===== src/core/nic_misc_csr_pkg.sv =====
// constants and types shared by the misc csr bank
package nic_misc_csr_pkg;

  // ==========================================================
  // register offsets (byte addresses)
  localparam logic [7:0] OFS_IER = 8'h38;
  localparam logic [7:0] OFS_LPC = 8'h40;
  localparam logic [7:0] OFS_SPR = 8'h48;
  localparam logic [7:0] OFS_TMR = 8'h58;
  localparam logic [7:0] OFS_WAKEUP_CONTROL_STATUS = 8'h68;
  localparam logic [7:0] OFS_IRQ_STAT = 8'h78;
  localparam logic [7:0] OFS_IRQ_MASK = 8'h7c;

  // ==========================================================
  // interrupt enable field positions
  localparam int IER_TX_DONE = 0;
  localparam int IER_TX_STOP = 1;
  localparam int IER_TX_DESC = 2;
  localparam int IER_TIMER = 11;
  localparam int IER_ABNORMAL = 15;
  localparam int IER_NORMAL = 16;

  // ==========================================================
  // lost counter, serial port and timer field positions
  localparam int LPC_OVF = 16;
  localparam int SPR_CS = 0;
  localparam int SPR_CLK = 1;
  localparam int SPR_DI = 2;
  localparam int SPR_DO = 3;
  localparam int SPR_SEL = 11;
  localparam int SPR_WR = 13;
  localparam int SPR_RD = 14;
  localparam int TMR_CONT = 16;

  // ==========================================================
  // values after reset
  localparam logic SPR_PIN_RST = 1'b1;
  localparam logic [15:0] TMR_VALUE_RST = 16'h0000;

  // ==========================================================
  // event status bit positions
  localparam int ST_TX_DONE = 0;
  localparam int ST_TX_STOP = 1;
  localparam int ST_TX_DESC = 2;
  localparam int ST_TIMER = 3;
  localparam int ST_LPC_OVF = 4;
  localparam int N_EVT = 5;

  // ==========================================================
  // timer tick: time in its own unit, cycles derived from clock
  localparam int CLK_PERIOD_NS = 50;
  localparam int TICK_US = 204;
  localparam int TICK_CYCLES = (TICK_US * 1000) / CLK_PERIOD_NS;

  // ==========================================================
  // types
  typedef struct packed {
    logic [7:0] addr;
    logic [31:0] wdata;
    logic wr;
    logic rd;
  } csr_req_t;

  typedef struct packed {
    logic cs;
    logic clk;
    logic di;
  } ee_pins_t;

  typedef enum logic [1:0] {
    TMR_IDLE = 2'b01,
    TMR_RUN = 2'b10
  } tmr_state_t;

endpackage


===== src/core/nic_misc_csr_bank.sv =====
// misc csr bank: tx irq enables, lost counter, eeprom port, timer, irqs
// Overview of operation
// - desc-unavailable irq enabled only by its bit 2 plus normal summary.
// - tx-stopped irq enabled only by its bit 1 plus abnormal summary.
// - tx-done irq needs bit 0 plus normal summary; all reset low.
// - lost count increments on each frame dropped for lack of descriptor, stopping at all ones.
// - reading the lost counter clears the count; count resets to zero.
// - overflow flag at bit 16 sets on overflow, holds, read clears.
// - eeprom read access needs read control bit 14 and select bit 11.
// - eeprom write access needs write control bit 13 and select bit 11.
// - eeprom reached only while select bit 11 set; these reset low.
// - eeprom data-out shown on read-only bit 3, reset value one.
// - software writes data-in bit 2; driven to eeprom; resets one.
// - software toggles bit 1 as eeprom clock; drives pin; resets one.
// - bit 0 selects eeprom chip; drives chip select; resets one.
// - timer bit 16 chooses continuous mode; resets low.
// - normal and abnormal summary enables gate their whole groups.
// - timer expiry irq needs timer enable and abnormal summary.
`timescale 1ns/10ps
module nic_misc_csr_bank #(
  parameter int CNT_W = 16,
  parameter int TICK_CYCLES = nic_misc_csr_pkg::TICK_CYCLES
) (
  // clock, reset, enable
  input wire logic clk_i,
  input wire logic srst_i,
  input wire logic ce_i,
  // register port
  input wire nic_misc_csr_pkg::csr_req_t req_i,
  output logic [31:0] rdata_o,
  // events from the mac
  input wire logic frame_dropped_i,
  input wire logic tx_done_i,
  input wire logic tx_stopped_i,
  input wire logic tx_desc_unavail_i,
  // serial eeprom
  input wire logic eeprom_serial_out_i,
  output nic_misc_csr_pkg::ee_pins_t eeprom_o,
  // interrupt
  output logic irq_o
);

  localparam int TW = $clog2(TICK_CYCLES);
  localparam logic [TW-1:0] TICK_LAST = TW'(TICK_CYCLES - 1);
  localparam logic [CNT_W-1:0] CNT_ONE = CNT_W'(1);

  // ==========================================================
  // address decode
  logic wr_ier, wr_spr, wr_tmr, wr_stat, wr_mask, rd_lpc;

  assign wr_ier = req_i.wr && (req_i.addr == nic_misc_csr_pkg::OFS_IER);
  assign wr_spr = req_i.wr && (req_i.addr == nic_misc_csr_pkg::OFS_SPR);
  assign wr_tmr = req_i.wr && (req_i.addr == nic_misc_csr_pkg::OFS_TMR);
  assign wr_stat = req_i.wr && (req_i.addr == nic_misc_csr_pkg::OFS_IRQ_STAT);
  assign wr_mask = req_i.wr && (req_i.addr == nic_misc_csr_pkg::OFS_IRQ_MASK);
  assign rd_lpc = req_i.rd && (req_i.addr == nic_misc_csr_pkg::OFS_LPC);

  // ==========================================================
  // interrupt enable register
  logic normal_summary_en_q, abnormal_summary_en_q;
  logic timer_expired_irq_en_q, tx_desc_unavail_irq_en_q;
  logic tx_stopped_irq_en_q, tx_done_irq_en_q;

  // all enables come up disabled
  always_ff @(posedge clk_i) begin
    if (srst_i) begin
      normal_summary_en_q <= 1'b0;
      abnormal_summary_en_q <= 1'b0;
      timer_expired_irq_en_q <= 1'b0;
      tx_desc_unavail_irq_en_q <= 1'b0;
      tx_stopped_irq_en_q <= 1'b0;
      tx_done_irq_en_q <= 1'b0;
    end else if (ce_i && wr_ier) begin
      normal_summary_en_q <= req_i.wdata[nic_misc_csr_pkg::IER_NORMAL];
      abnormal_summary_en_q <= req_i.wdata[nic_misc_csr_pkg::IER_ABNORMAL];
      timer_expired_irq_en_q <= req_i.wdata[nic_misc_csr_pkg::IER_TIMER];
      tx_desc_unavail_irq_en_q <= req_i.wdata[nic_misc_csr_pkg::IER_TX_DESC];
      tx_stopped_irq_en_q <= req_i.wdata[nic_misc_csr_pkg::IER_TX_STOP];
      tx_done_irq_en_q <= req_i.wdata[nic_misc_csr_pkg::IER_TX_DONE];
    end
  end

  // effective enables: summary bits act as group master gates
  logic [nic_misc_csr_pkg::N_EVT-1:0] evt_en;

  assign evt_en[nic_misc_csr_pkg::ST_TX_DONE] =
    tx_done_irq_en_q && normal_summary_en_q;
  assign evt_en[nic_misc_csr_pkg::ST_TX_STOP] =
    tx_stopped_irq_en_q && abnormal_summary_en_q;
  assign evt_en[nic_misc_csr_pkg::ST_TX_DESC] =
    tx_desc_unavail_irq_en_q && normal_summary_en_q;
  assign evt_en[nic_misc_csr_pkg::ST_TIMER] =
    timer_expired_irq_en_q && abnormal_summary_en_q;
  // overflow has no enable of its own, the mask alone gates it
  assign evt_en[nic_misc_csr_pkg::ST_LPC_OVF] = 1'b1;

  // ==========================================================
  // lost packet counter
  logic [CNT_W-1:0] dropped_frame_count_q;
  logic dropped_count_overflow_q;
  logic lpc_ovf_evt;

  // first drop past the top of the count is the overflow event
  assign lpc_ovf_evt = frame_dropped_i && !rd_lpc &&
                       (&dropped_frame_count_q) &&
                       !dropped_count_overflow_q;

  // a drop in the read cycle is counted after the clear, not lost
  always_ff @(posedge clk_i) begin
    if (srst_i) begin
      dropped_frame_count_q <= '0;
      dropped_count_overflow_q <= 1'b0;
    end else if (ce_i) begin
      if (rd_lpc) begin
        dropped_frame_count_q <= frame_dropped_i ? CNT_ONE : '0;
        dropped_count_overflow_q <= 1'b0;
      end else if (frame_dropped_i) begin
        if (&dropped_frame_count_q) begin
          dropped_count_overflow_q <= 1'b1;
        end else begin
          dropped_frame_count_q <= dropped_frame_count_q + CNT_ONE;
        end
      end
    end
  end

  // ==========================================================
  // serial eeprom port
  logic eeprom_read_ctrl_q, eeprom_write_ctrl_q, eeprom_port_select_q;
  logic eeprom_serial_out_q, eeprom_serial_in_q;
  logic eeprom_clk_q, eeprom_chip_sel_q;
  logic ee_rd_grant, ee_grant;

  assign ee_rd_grant = eeprom_port_select_q && eeprom_read_ctrl_q;
  // the pins move for either direction: a read still needs opcodes
  assign ee_grant = eeprom_port_select_q &&
                    (eeprom_read_ctrl_q || eeprom_write_ctrl_q);

  // software-written port bits
  always_ff @(posedge clk_i) begin
    if (srst_i) begin
      eeprom_read_ctrl_q <= 1'b0;
      eeprom_write_ctrl_q <= 1'b0;
      eeprom_port_select_q <= 1'b0;
      eeprom_serial_in_q <= nic_misc_csr_pkg::SPR_PIN_RST;
      eeprom_clk_q <= nic_misc_csr_pkg::SPR_PIN_RST;
      eeprom_chip_sel_q <= nic_misc_csr_pkg::SPR_PIN_RST;
    end else if (ce_i && wr_spr) begin
      eeprom_read_ctrl_q <= req_i.wdata[nic_misc_csr_pkg::SPR_RD];
      eeprom_write_ctrl_q <= req_i.wdata[nic_misc_csr_pkg::SPR_WR];
      eeprom_port_select_q <= req_i.wdata[nic_misc_csr_pkg::SPR_SEL];
      eeprom_serial_in_q <= req_i.wdata[nic_misc_csr_pkg::SPR_DI];
      eeprom_clk_q <= req_i.wdata[nic_misc_csr_pkg::SPR_CLK];
      eeprom_chip_sel_q <= req_i.wdata[nic_misc_csr_pkg::SPR_CS];
    end
  end

  // data-out sampled only while read access is granted, else held
  always_ff @(posedge clk_i) begin
    if (srst_i) begin
      eeprom_serial_out_q <= nic_misc_csr_pkg::SPR_PIN_RST;
    end else if (ce_i && ee_rd_grant) begin
      eeprom_serial_out_q <= eeprom_serial_out_i;
    end
  end

  // pins low while the port is not granted, so a stray bit
  // pattern in the register cannot clock the part
  always_ff @(posedge clk_i) begin
    if (srst_i) begin
      eeprom_o <= '0;
    end else if (ce_i) begin
      eeprom_o.cs <= ee_grant && eeprom_chip_sel_q;
      eeprom_o.clk <= ee_grant && eeprom_clk_q;
      eeprom_o.di <= ee_grant && eeprom_serial_in_q;
    end
  end

  // ==========================================================
  // general-purpose timer
  logic timer_continuous_q;
  logic [15:0] timer_load_value_q, timer_count_q;
  logic [TW-1:0] tick_cnt_q;
  nic_misc_csr_pkg::tmr_state_t tmr_state_q;
  logic tick_end, timer_evt;

  assign tick_end = (tick_cnt_q == TICK_LAST);
  assign timer_evt = (tmr_state_q == nic_misc_csr_pkg::TMR_RUN) &&
                     tick_end && (timer_count_q == 16'h0001) && !wr_tmr;

  // a write restarts the tick so the first step is a full period
  always_ff @(posedge clk_i) begin
    if (srst_i) begin
      timer_continuous_q <= 1'b0;
      timer_load_value_q <= nic_misc_csr_pkg::TMR_VALUE_RST;
      timer_count_q <= nic_misc_csr_pkg::TMR_VALUE_RST;
      tick_cnt_q <= '0;
      tmr_state_q <= nic_misc_csr_pkg::TMR_IDLE;
    end else if (ce_i) begin
      if (wr_tmr) begin
        timer_continuous_q <= req_i.wdata[nic_misc_csr_pkg::TMR_CONT];
        timer_load_value_q <= req_i.wdata[15:0];
        timer_count_q <= req_i.wdata[15:0];
        tick_cnt_q <= '0;
        tmr_state_q <= (req_i.wdata[15:0] != 16'h0000) ?
                       nic_misc_csr_pkg::TMR_RUN :
                       nic_misc_csr_pkg::TMR_IDLE;
      end else begin
        case (tmr_state_q)
          nic_misc_csr_pkg::TMR_IDLE: begin
            tick_cnt_q <= '0;
          end
          nic_misc_csr_pkg::TMR_RUN: begin
            if (tick_end) begin
              tick_cnt_q <= '0;
              if (timer_count_q == 16'h0001) begin
                if (timer_continuous_q) begin
                  timer_count_q <= timer_load_value_q;
                end else begin
                  timer_count_q <= 16'h0000;
                  tmr_state_q <= nic_misc_csr_pkg::TMR_IDLE;
                end
              end else begin
                timer_count_q <= timer_count_q - 16'h0001;
              end
            end else begin
              tick_cnt_q <= tick_cnt_q + TW'(1);
            end
          end
          default: begin
            tmr_state_q <= nic_misc_csr_pkg::TMR_IDLE;
          end
        endcase
      end
    end
  end

  // ==========================================================
  // interrupt status, mask and output
  logic [nic_misc_csr_pkg::N_EVT-1:0] evt_vec, irq_status_q, irq_mask_q;

  assign evt_vec[nic_misc_csr_pkg::ST_TX_DONE] = tx_done_i;
  assign evt_vec[nic_misc_csr_pkg::ST_TX_STOP] = tx_stopped_i;
  assign evt_vec[nic_misc_csr_pkg::ST_TX_DESC] = tx_desc_unavail_i;
  assign evt_vec[nic_misc_csr_pkg::ST_TIMER] = timer_evt;
  assign evt_vec[nic_misc_csr_pkg::ST_LPC_OVF] = lpc_ovf_evt;

  // sticky bits, write one to clear; a set in the same cycle wins
  for (genvar i = 0; i < nic_misc_csr_pkg::N_EVT; i++) begin : g_stat
    always_ff @(posedge clk_i) begin
      if (srst_i) begin
        irq_status_q[i] <= 1'b0;
      end else if (ce_i) begin
        if (evt_vec[i]) begin
          irq_status_q[i] <= 1'b1;
        end else if (wr_stat && req_i.wdata[i]) begin
          irq_status_q[i] <= 1'b0;
        end
      end
    end
  end

  // mask register, same layout as status
  always_ff @(posedge clk_i) begin
    if (srst_i) begin
      irq_mask_q <= '0;
    end else if (ce_i && wr_mask) begin
      irq_mask_q <= req_i.wdata[nic_misc_csr_pkg::N_EVT-1:0];
    end
  end

  // registered level, one cycle behind the status bits
  always_ff @(posedge clk_i) begin
    if (srst_i) begin
      irq_o <= 1'b0;
    end else if (ce_i) begin
      irq_o <= |(irq_status_q & irq_mask_q & evt_en);
    end
  end

  // ==========================================================
  // read path
  logic [31:0] rd_val;

  always_comb begin
    rd_val = 32'h0000_0000;
    case (req_i.addr)
      nic_misc_csr_pkg::OFS_IER: begin
        rd_val[nic_misc_csr_pkg::IER_NORMAL] = normal_summary_en_q;
        rd_val[nic_misc_csr_pkg::IER_ABNORMAL] = abnormal_summary_en_q;
        rd_val[nic_misc_csr_pkg::IER_TIMER] = timer_expired_irq_en_q;
        rd_val[nic_misc_csr_pkg::IER_TX_DESC] = tx_desc_unavail_irq_en_q;
        rd_val[nic_misc_csr_pkg::IER_TX_STOP] = tx_stopped_irq_en_q;
        rd_val[nic_misc_csr_pkg::IER_TX_DONE] = tx_done_irq_en_q;
      end
      nic_misc_csr_pkg::OFS_LPC: begin
        rd_val[CNT_W-1:0] = dropped_frame_count_q;
        rd_val[nic_misc_csr_pkg::LPC_OVF] = dropped_count_overflow_q;
      end
      nic_misc_csr_pkg::OFS_SPR: begin
        rd_val[nic_misc_csr_pkg::SPR_RD] = eeprom_read_ctrl_q;
        rd_val[nic_misc_csr_pkg::SPR_WR] = eeprom_write_ctrl_q;
        rd_val[nic_misc_csr_pkg::SPR_SEL] = eeprom_port_select_q;
        rd_val[nic_misc_csr_pkg::SPR_DO] = eeprom_serial_out_q;
        rd_val[nic_misc_csr_pkg::SPR_DI] = eeprom_serial_in_q;
        rd_val[nic_misc_csr_pkg::SPR_CLK] = eeprom_clk_q;
        rd_val[nic_misc_csr_pkg::SPR_CS] = eeprom_chip_sel_q;
      end
      nic_misc_csr_pkg::OFS_TMR: begin
        rd_val[15:0] = timer_count_q;
        rd_val[nic_misc_csr_pkg::TMR_CONT] = timer_continuous_q;
      end
      nic_misc_csr_pkg::OFS_IRQ_STAT: begin
        rd_val[nic_misc_csr_pkg::N_EVT-1:0] = irq_status_q;
      end
      nic_misc_csr_pkg::OFS_IRQ_MASK: begin
        rd_val[nic_misc_csr_pkg::N_EVT-1:0] = irq_mask_q;
      end
      default: begin
        rd_val = 32'h0000_0000; // unmapped and wake-up word read zero
      end
    endcase
  end

  // data stands only in the cycle after the read strobe
  always_ff @(posedge clk_i) begin
    if (srst_i) begin
      rdata_o <= 32'h0000_0000;
    end else if (ce_i) begin
      rdata_o <= req_i.rd ? rd_val : 32'h0000_0000;
    end
  end

  // ==========================================================
  // checks
  chk_irq_tx_done: assert property (@(posedge clk_i) disable iff (srst_i)
    (ce_i && irq_status_q[nic_misc_csr_pkg::ST_TX_DONE] &&
     irq_mask_q[nic_misc_csr_pkg::ST_TX_DONE] && tx_done_irq_en_q &&
     normal_summary_en_q) |=> irq_o)
    else $error("tx done interrupt not raised");
  chk_irq_tx_desc: assert property (@(posedge clk_i) disable iff (srst_i)
    (ce_i && irq_status_q[nic_misc_csr_pkg::ST_TX_DESC] &&
     irq_mask_q[nic_misc_csr_pkg::ST_TX_DESC] &&
     tx_desc_unavail_irq_en_q && normal_summary_en_q) |=> irq_o)
    else $error("descriptor unavailable interrupt not raised");
  chk_irq_tx_stop: assert property (@(posedge clk_i) disable iff (srst_i)
    (ce_i && irq_status_q[nic_misc_csr_pkg::ST_TX_STOP] &&
     irq_mask_q[nic_misc_csr_pkg::ST_TX_STOP] && tx_stopped_irq_en_q &&
     abnormal_summary_en_q) |=> irq_o)
    else $error("tx stopped interrupt not raised");
  chk_sum_gate: assert property (@(posedge clk_i) disable iff (srst_i)
    (ce_i && !normal_summary_en_q && !abnormal_summary_en_q &&
     !(irq_status_q[nic_misc_csr_pkg::ST_LPC_OVF] &&
       irq_mask_q[nic_misc_csr_pkg::ST_LPC_OVF])) |=> !irq_o)
    else $error("interrupt raised with both summaries off");
  chk_lpc_incr: assert property (@(posedge clk_i) disable iff (srst_i)
    (ce_i && frame_dropped_i && !rd_lpc && !(&dropped_frame_count_q))
    |=> dropped_frame_count_q == $past(dropped_frame_count_q) + CNT_ONE)
    else $error("lost count did not step by one");
  chk_lpc_clear: assert property (@(posedge clk_i) disable iff (srst_i)
    (ce_i && rd_lpc && !frame_dropped_i) |=>
    (dropped_frame_count_q == '0) && !dropped_count_overflow_q)
    else $error("lost counter not cleared by read");
  chk_lpc_ovf_set: assert property (@(posedge clk_i) disable iff (srst_i)
    (ce_i && frame_dropped_i && !rd_lpc && (&dropped_frame_count_q))
    |=> dropped_count_overflow_q && (&dropped_frame_count_q))
    else $error("overflow flag not set at top of count");
  chk_lpc_hold: assert property (@(posedge clk_i) disable iff (srst_i)
    (dropped_count_overflow_q && !(ce_i && rd_lpc)) |=>
    (&dropped_frame_count_q) && dropped_count_overflow_q)
    else $error("lost count left maximum while overflowed");
  chk_ee_grant: assert property (@(posedge clk_i) disable iff (srst_i)
    (ce_i && !eeprom_port_select_q) |=> !eeprom_o.cs && !eeprom_o.clk)
    else $error("eeprom pins active without select");
  chk_ee_dout: assert property (@(posedge clk_i) disable iff (srst_i)
    (ce_i && ee_rd_grant) |=>
    eeprom_serial_out_q == $past(eeprom_serial_out_i))
    else $error("eeprom data-out not captured");
  chk_tmr_step: assert property (@(posedge clk_i) disable iff (srst_i)
    (ce_i && !wr_tmr && tmr_state_q == nic_misc_csr_pkg::TMR_RUN &&
     tick_end && timer_count_q > 16'h0001) |=>
    timer_count_q == $past(timer_count_q) - 16'h0001)
    else $error("timer did not step down on tick");
  chk_tmr_stop: assert property (@(posedge clk_i) disable iff (srst_i)
    (ce_i && timer_evt && !timer_continuous_q) |=>
    tmr_state_q == nic_misc_csr_pkg::TMR_IDLE &&
    timer_count_q == 16'h0000 &&
    irq_status_q[nic_misc_csr_pkg::ST_TIMER])
    else $error("one-shot timer did not stop at zero");
  chk_tmr_reload: assert property (@(posedge clk_i) disable iff (srst_i)
    (ce_i && timer_evt && timer_continuous_q) |=>
    timer_count_q == $past(timer_load_value_q) &&
    tmr_state_q == nic_misc_csr_pkg::TMR_RUN)
    else $error("continuous timer did not reload");

endmodule


===== config.mk =====
export PLATFORM = sky130hd
export DESIGN_NAME = nic_misc_csr_bank
export DESIGN_NICKNAME = d
export VERILOG_FILES = /design/src/core/nic_misc_csr_pkg.sv /design/src/core/nic_misc_csr_bank.sv
export SDC_FILE = /design/constraint.sdc
export NUM_CORES = 1
export LEC_CHECK = 0
export ABC_AREA = 0
export BUFFER_PORTS_ARGS = -buffer_cell sky130_fd_sc_hd__buf_2
export CORE_MARGIN = 3
export CORE_UTILIZATION = 52
export DETAILED_ROUTE_END_ITERATION = 10
export PLACE_DENSITY_LB_ADDON = 0.15
export SYNTH_ARGS = -nofsm -noshare
export SYNTH_HDL_FRONTEND = slang
export SYNTH_SLANG_ARGS = --single-unit

===== constraint.sdc =====
create_clock -name clk_i -period 1.9 [get_ports clk_i]
set_input_delay 0 -clock clk_i [delete_from_list [all_inputs] [get_ports clk_i]]
set_output_delay 0 -clock clk_i [all_outputs]
set_load 0.005 [all_outputs]

==> results of run 1 <==
[worst max-delay path by stage]
| stage | cells after the start | slack (ns) | to |
|---|---|---|---|
| 6_report | 8 | 0.03 | timer_count_q[1] |
| 5_1_grt | 9 | -0.06 | timer_count_q[10] |
| 4_1_cts | 6 | 0.01 | timer_count_q[1] |
| 3_5_place_dp | 7 | -0.03 | timer_count_q[6] |
| 3_3_place_gp | 6 | 0.02 | timer_count_q[0] |
| 2_1_floorplan | 7 | -0.05 | timer_count_q[1] |
[power breakdown]
group	leakage (nW)	switching (mW)	internal [mW]
sequential	0.874	0.00718	2.27
clock	0.0918	0.860	0.536
combinational	1.83	0.190	0.133
total	2.80	1.06	2.94
[repair_timing]
| action | in CTS | in global routing |
|---|---|---|
| hold endpoints to repair | 48 | 0 |
| pin swaps | 2 | 9 |
| gates cloned | 1 | 2 |
| hold buffers | 23 | 0 |
| endpoints found under the setup margin | 8 | 29 |
| resized for setup | 5 | 31 |
| setup buffers | 0 | 7 |
[cell type report]
cell class,count,area (um2),area share
tap,136,170,0.0237
multi-input combinational,542,3300,0.460
timing repair buffer,179,1310,0.182
clock buffer,10,138,0.0192
inverter,10,37.5,0.00523
clock inverter,6,52.6,0.00733
sequential,108,2170,0.302
[tightest hold or removal path: stages]
cell and delay [ns]:
buf_2 0.14, nand2_1 0.08, or3_1 0.10, a21oi_1 0.05
[stage by stage]
step / TNS [ns] / power (mW) / hold slack [ns] / area [um2] / cells
finish: 0 / 4.00 / 0.0206 / 7170 / 991
global route: -0.186 / 4.13 / 0.0411 / 7170 / 991
floorplan: -0.271 / 2.48 / 0.125 / 5680 / 718
global placement: 0 / 2.60 / 0.232 / 6550 / 942
detailed placement: -0.0971 / 2.60 / 0.233 / 6550 / 942
CTS: 0 / 4.02 / 0.0105 / 7000 / 982
[logic make-up (layout without fill, tap and decap cells)]
| family | after synthesis | after routing | synth area share |
|---|---|---|---|
| compound gates | 186 | 187 | 0.209 |
| fa+ha+maj | 4 | 4 | 0.00894 |
| other cells | 1 | 15 | 0.000670 |
| simple gates | 302 | 302 | 0.277 |
| xor+xnor | 17 | 17 | 0.0266 |
| buf+inv | 69 | 205 | 0.0603 |
| flops | 108 | 108 | 0.386 |
| mux | 17 | 17 | 0.0311 |
[cells in the final DEF (no fill, tap or decap), drive strengths merged, types with 4 or more instances in the layout]
master / count
o31ai: 4
nand4: 18
a222oi: 10
clkbuf: 10
nor2: 62
o21a: 4
o21ai: 41
buf: 155
and3: 14
and4: 5
conb: 15
or3: 15
xnor2: 14
a21oi: 73
dlygate4sd3: 23
nor3: 9
o211ai: 6
mux2i: 14
nand2: 93
inv: 14
and2: 5
a31oi: 4
ha: 4
nor4: 12
a22oi: 16
or4: 7
dfxtp: 108
nand3: 42
[per-layer routing]
layer,vias up,share of wire,track usage
met2,282,0.49,0.507
li1,2841,-,-
met5,-,0,0
met3,42,0.064,0.0552
met4,0,0.027,0.102
met1,2923,0.42,0.384
[Yosys cell counts (3+ instances only)]
library cell  count  area, um2
and3_1           14       87.6
nor2b_1           3       18.8
nand3_1          41        205
nor4b_1           3       26.3
xnor2_1          14        123
and2_1            5       31.3
o2111ai_1         3       26.3
dfxtp_1         108       2160
and4_1            5       43.8
mux2_2            3       33.8
a22oi_1          16        120
o21a_1            3       22.5
nor3_1            9       45.0
nor2_1           59        221
nor4_1            9       56.3
a21oi_1          73        365
nand2_1          93        349
nand4_1          18        113
buf_2            12       60.1
a222oi_1         10        100
a32o_1            3       30.0
inv_1            10       37.5
nor2_2            3       18.8
mux2i_1          14        140
ha_1              4       50.1
a31oi_1           4       25.0
o31ai_1           4       30.0
or3_1            15       93.8
o21ai_0          40        200
clkbuf_1         29        109
buf_4            15        113
xor2_1            3       26.3
o211ai_1          6       45.0
or4_1             7       52.6
[registers in the layout, summed over array words and instances, names as in the netlist, 2 cells and up]
name,flops
rdata_o,17
timer_load_value_q,16
tick_cnt_q,12
irq_status_q,5
dropped_frame_count_q,16
eeprom_o,3
tmr_state_q,2
irq_mask_q,5
timer_count_q,16
==> results.cfg, run 1 <==
[outcome]
status = finished clean

[synthesis]
synth_enable_flop_cells = 0
synth_ff_type = dfxtp_1
async_reset_ff_frac = 0
syn_area_per_cell_um2 = 7.96
ys_seq_area_frac = 0.386
synth-seq-cells = 108
synthCells = 704
synthDistinctLibCells = 73
synthesis.area_um2 = 5600
yosys_warnings = 0

[power_and_ir_drop]
ir_drop_mv = 0.650
p_leak_nw = 2.80
powerDensity_nw_per_um2 = 558

[hold_path]
min_path_type = input pin to register
min_to = dropped_frame_count_q[2]
hold_depth = 4
hold_start = ce_i

[place]
io_buffers = 55
preCtsSetupSlack_ns = -0.0348
gp_congestion = 0.937
hpwl_um = 13100

[global_route]
gr-usage-all-layers = 0.300
grt_pass1_vias = 5573
grt_overflow = 0
grt_pass1_wl_um = 27900
grt_max_degree = 38
antenna_found_initial = 0

[worst_setup_path]
r2r_end = timer_count_q[1]
worst-setup-path-type = register to register
crit_start = timer_count_q[5]
cp.arrival_ns = 2.18
cpPeakStageDelay_ns = 0.38
cp_common_cell = buf_4
ff2ff_path_depth = 8
path_buf_inv = 3
end_kind = register
critPathSlowestCell = dfxtp_1
timing.rr.start = timer_count_q[5]
cp-start-kind = register
path_cells = nor4_1, buf_4, and4_4, buf_6, buf_4, mux2i_1, o2111ai_1, o31ai_1
cp_max_fo = 9
cp_top_family = simple AND/OR/NAND/NOR gates
required_ns = 2.21
r2r_slack_ns = 0.03

[detailed_routing]
drt_iter0_markers = 533
wl_um = 18300
post_drt_wl_per_cell_um = 18.4
ant_nets = 0
routed-via-count = 6088
drt-pass1-iter-count = 5
drc = 0
vias_per_cell = 6.14

[die]
fp.dieArea_um2 = 12100
io_pins = 86
initial_core_util = 0.538
die_h_um = 110
num_rows = 37
die_w_um = 110
core-area_um2 = 10400

[timing]
clock_skew_ns = 0.0114
fin_ws_ns = 0.0316
min_period_ns = 1.87
setup_violations = 0
fmaxAchievable_ghz = 0.535
worst_slew_pin_slew_ns = 0.600
rsz0062_at_grt = yes
fin_crit_sh = 0.983
drv_slew = 0
maxSlewHeadroom = 0.596
hold_viol = 0

[clocking]
clock-sinks = 108
cts_buffer_depth = 2
h-tree-depth = 3
cts_tree = yes
root_buffer = clkbuf_8
clkTransAtPathRegs_ns = 0.11
cts_buffers = 9
clkLatencyLatePin_ns = 0.40

[finish]
final.fill_count = 902
drive_gt1_frac = 0.261
final_util = 0.689
antenna_cells = 0
syn_to_final_growth_pct = 28.1
finalNetCount = 904

[flow_run]
maxCapViolCount = 0
No activity file was read; power rests on OpenSTA's default activity.
==> inputs of run 2 (changes only) <==
Settings changed: ABC_AREA 0 to 1.
==> run 2 against run 1 <==
Effect of this change:
- utilization shrank 4.3 points
- hold slack got worse by 0.016 ns
- largest power group unchanged
- cell area is 0.21% higher
- clock skew is 0.0014 ns lower
- critical path type unchanged
==> results.cfg, run 2 <==
[power_and_ir_drop]
p_sw_mw = 1.18
ir_drop_mv = 0.849
power_frac_comb = 0.083
total_power_mw = 4.51
p_leak_nw = 3.11
seqPwrFrac = 0.509
p_sw_frac = 0.262
powerDensity_nw_per_um2 = 627
p_int_mw = 3.33
clockPowerShare = 0.408

[finish]
drive_gt1_frac = 0.142
multi_input_area_um2 = 3360
final_common_cell = nand2_1
top_register = rdata_o
finalNetCount = 1089
final.fill_count = 1066
regArea_um2 = 2160
final_util = 0.646
final_cell_mix = nand2_1 (203), dfxtp_1 (107), nor2_1 (105), a21oi_1 (102), nand3_1 (100)
antenna_cells = 0
syn_to_final_growth_pct = 18.4
largest_reg_flops = 17

[detailed_routing]
routed-via-count = 6456
drt-pass1-iter-count = 5
vias_per_cell = 5.47
post_drt_wl_per_cell_um = 15.3
wl_um = 18100
drt_iter0_markers = 715
drc = 0
ant_nets = 0

[synthesis]
ys_seq_area_frac = 0.356
yosysTopAreaCellShare = 0.356
synthCells = 937
yosys-top-cells-area = dfxtp_1 (36%), nand2_1 (13%), a21oi_1 (8.4%), nand3_1 (8.3%), o21ai_0 (6.8%)
synth_most_common_cell = nand2_1
synthDistinctLibCells = 34
yosys_warnings = 0
synth_ff_type = dfxtp_1
synth-seq-cells = 108
syn_area_per_cell_um2 = 6.48
async_reset_ff_frac = 0
synth_commonest_cells = nand2_1 (204), dfxtp_1 (108), nor2_1 (108)
synth_enable_flop_cells = 0
synth.largest_area_cell = dfxtp_1
synthesis.area_um2 = 6070

[clocking]
cts_tree = yes
h-tree-depth = 3
clock-sinks = 108
cts_buffer_depth = 2
cts_buffers = 9
root_buffer = clkbuf_16
clkTransAtPathRegs_ns = 0.08
clkLatencyLatePin_ns = 0.36

[worst_setup_path]
cp-start-kind = register
required_ns = 2.15
worst-setup-path-type = register to register
cp.arrival_ns = 1.98
end_kind = register
cp_max_fo = 8

[timing]
rsz0062_at_grt = no
worst_slew_pin_slew_ns = 0.585
clock_skew_ns = 0.00998
setup_violations = 0
setup_tns_ns = 0
fin_crit_sh = 0.909
drv_slew = 0
hold_viol = 0
fmaxAchievable_ghz = 0.579
min_period_ns = 1.73
maxSlewHeadroom = 0.609

[global_route]
grt_max_degree = 55
grt_overflow = 0
gr-usage-all-layers = 0.277
antenna_found_initial = 0
grt_pass1_vias = 5625
grt_pass1_wl_um = 28700

[die]
core-area_um2 = 11100
die_w_um = 114
fp.dieArea_um2 = 13000
die_h_um = 114
io_pins = 86
num_rows = 38
initial_core_util = 0.546

[place]
io_buffers = 55
hpwl_um = 13200
gp_congestion = 0.935

[flow_run]
maxCapViolCount = 0

[hold_path]
min_path_type = input pin to register

[outcome]
status = finished clean
run 2: cell count changes in the layout (fill, tap and decap cells not counted), sizes merged, moves of 14 or more:
| cell | delta |
|---|---|
| a22oi | -16 |
| o21ai | +41 |
| or3 | -15 |
| inv | +85 |
| nor2 | +52 |
| mux2i | -14 |
| and3 | -14 |
| nand2 | +122 |
| buf | -56 |
| a21oi | +29 |
| nand3 | +62 |
run 2: worst max-delay path: stages, from the launching register on:
cell,delay (ns)
dfxtp_1,0.36
nor2_1,0.21
nand2_1,0.18
nor2_1,0.21
nand2_2,0.16
inv_1,0.18
nor2_1,0.06
o21ai_0,0.16
a21oi_1,0.09
run 2: cell families (layout without fill, tap and decap cells):
kind of cell	after synthesis	count (layout)	synth area share
and+or+nand+nor	462	464	0.336
other	1	15	0.000618
DFF	108	108	0.356
xor gates and xnor gates	15	15	0.0216
AOI/OAI and AO/OA	200	200	0.171
adders and majority gates	4	4	0.00825
buffers and inverters	147	234	0.106
run 2: metrics by stage:
stage          setup slack, ns  cells  hold slack, ns  cell area (um2)
2_1_floorplan            0.218    951           0.128             6120
3_3_place_gp             0.111   1139           0.253             6630
3_5_place_dp           0.00807   1139           0.262             6630
4_1_cts                 0.0874   1175         0.00427             7120
5_1_grt                0.00398   1180          0.0412             7190
6_report                 0.173   1180         0.00446             7190
run 2: cell type report:
type / count / area share
clock buffers: 9 / 0.0313
clock inverters: 7 / 0.00836
inverters: 99 / 0.0519
multi-input cells: 698 / 0.468
flip-flops and latches: 108 / 0.301
well taps: 140 / 0.0244
repair buffers: 119 / 0.116
run 2: worst paths after layout:
check	startpoint	to	slack (ns)	depth (start not counted)
max	timer_count_q[4]	timer_count_q[1]	0.17	8
min	frame_dropped_i	dropped_frame_count_q[0]	0.004	5
max reg2reg	timer_count_q[4]	timer_count_q[1]	0.17	8
min reg2reg	rdata_o[14]	rdata_o[14]	0.46	2
run 2: repair_timing:
action	in CTS	in global routing
setup endpoints to repair	1	17
gates cloned	0	2
gates resized for setup	1	9
hold buffers	20	0
hold endpoints to repair	28	0
setup buffers	0	3
pin swaps	0	1
run 2: per-layer routing:
metal  part of all wire  routed length (um)  track usage  up-vias
li1                   -                   -            -     3260
met1               0.46                8300        0.383     2939
met2               0.45                8090        0.429      227
met3              0.073                1330       0.0668       30
met4              0.020                 367       0.0831        0
met5                  0                   0            0        -
run 2: power groups by stage:
stage	combinational [mW]	clock [mW]	sequential, mW
floorplan	0.222	0	2.35
global route	0.411	1.94	2.30
CTS	0.367	1.87	2.30
global placement	0.333	0	2.35
detailed placement	0.335	0	2.35
finish	0.372	1.84	2.30
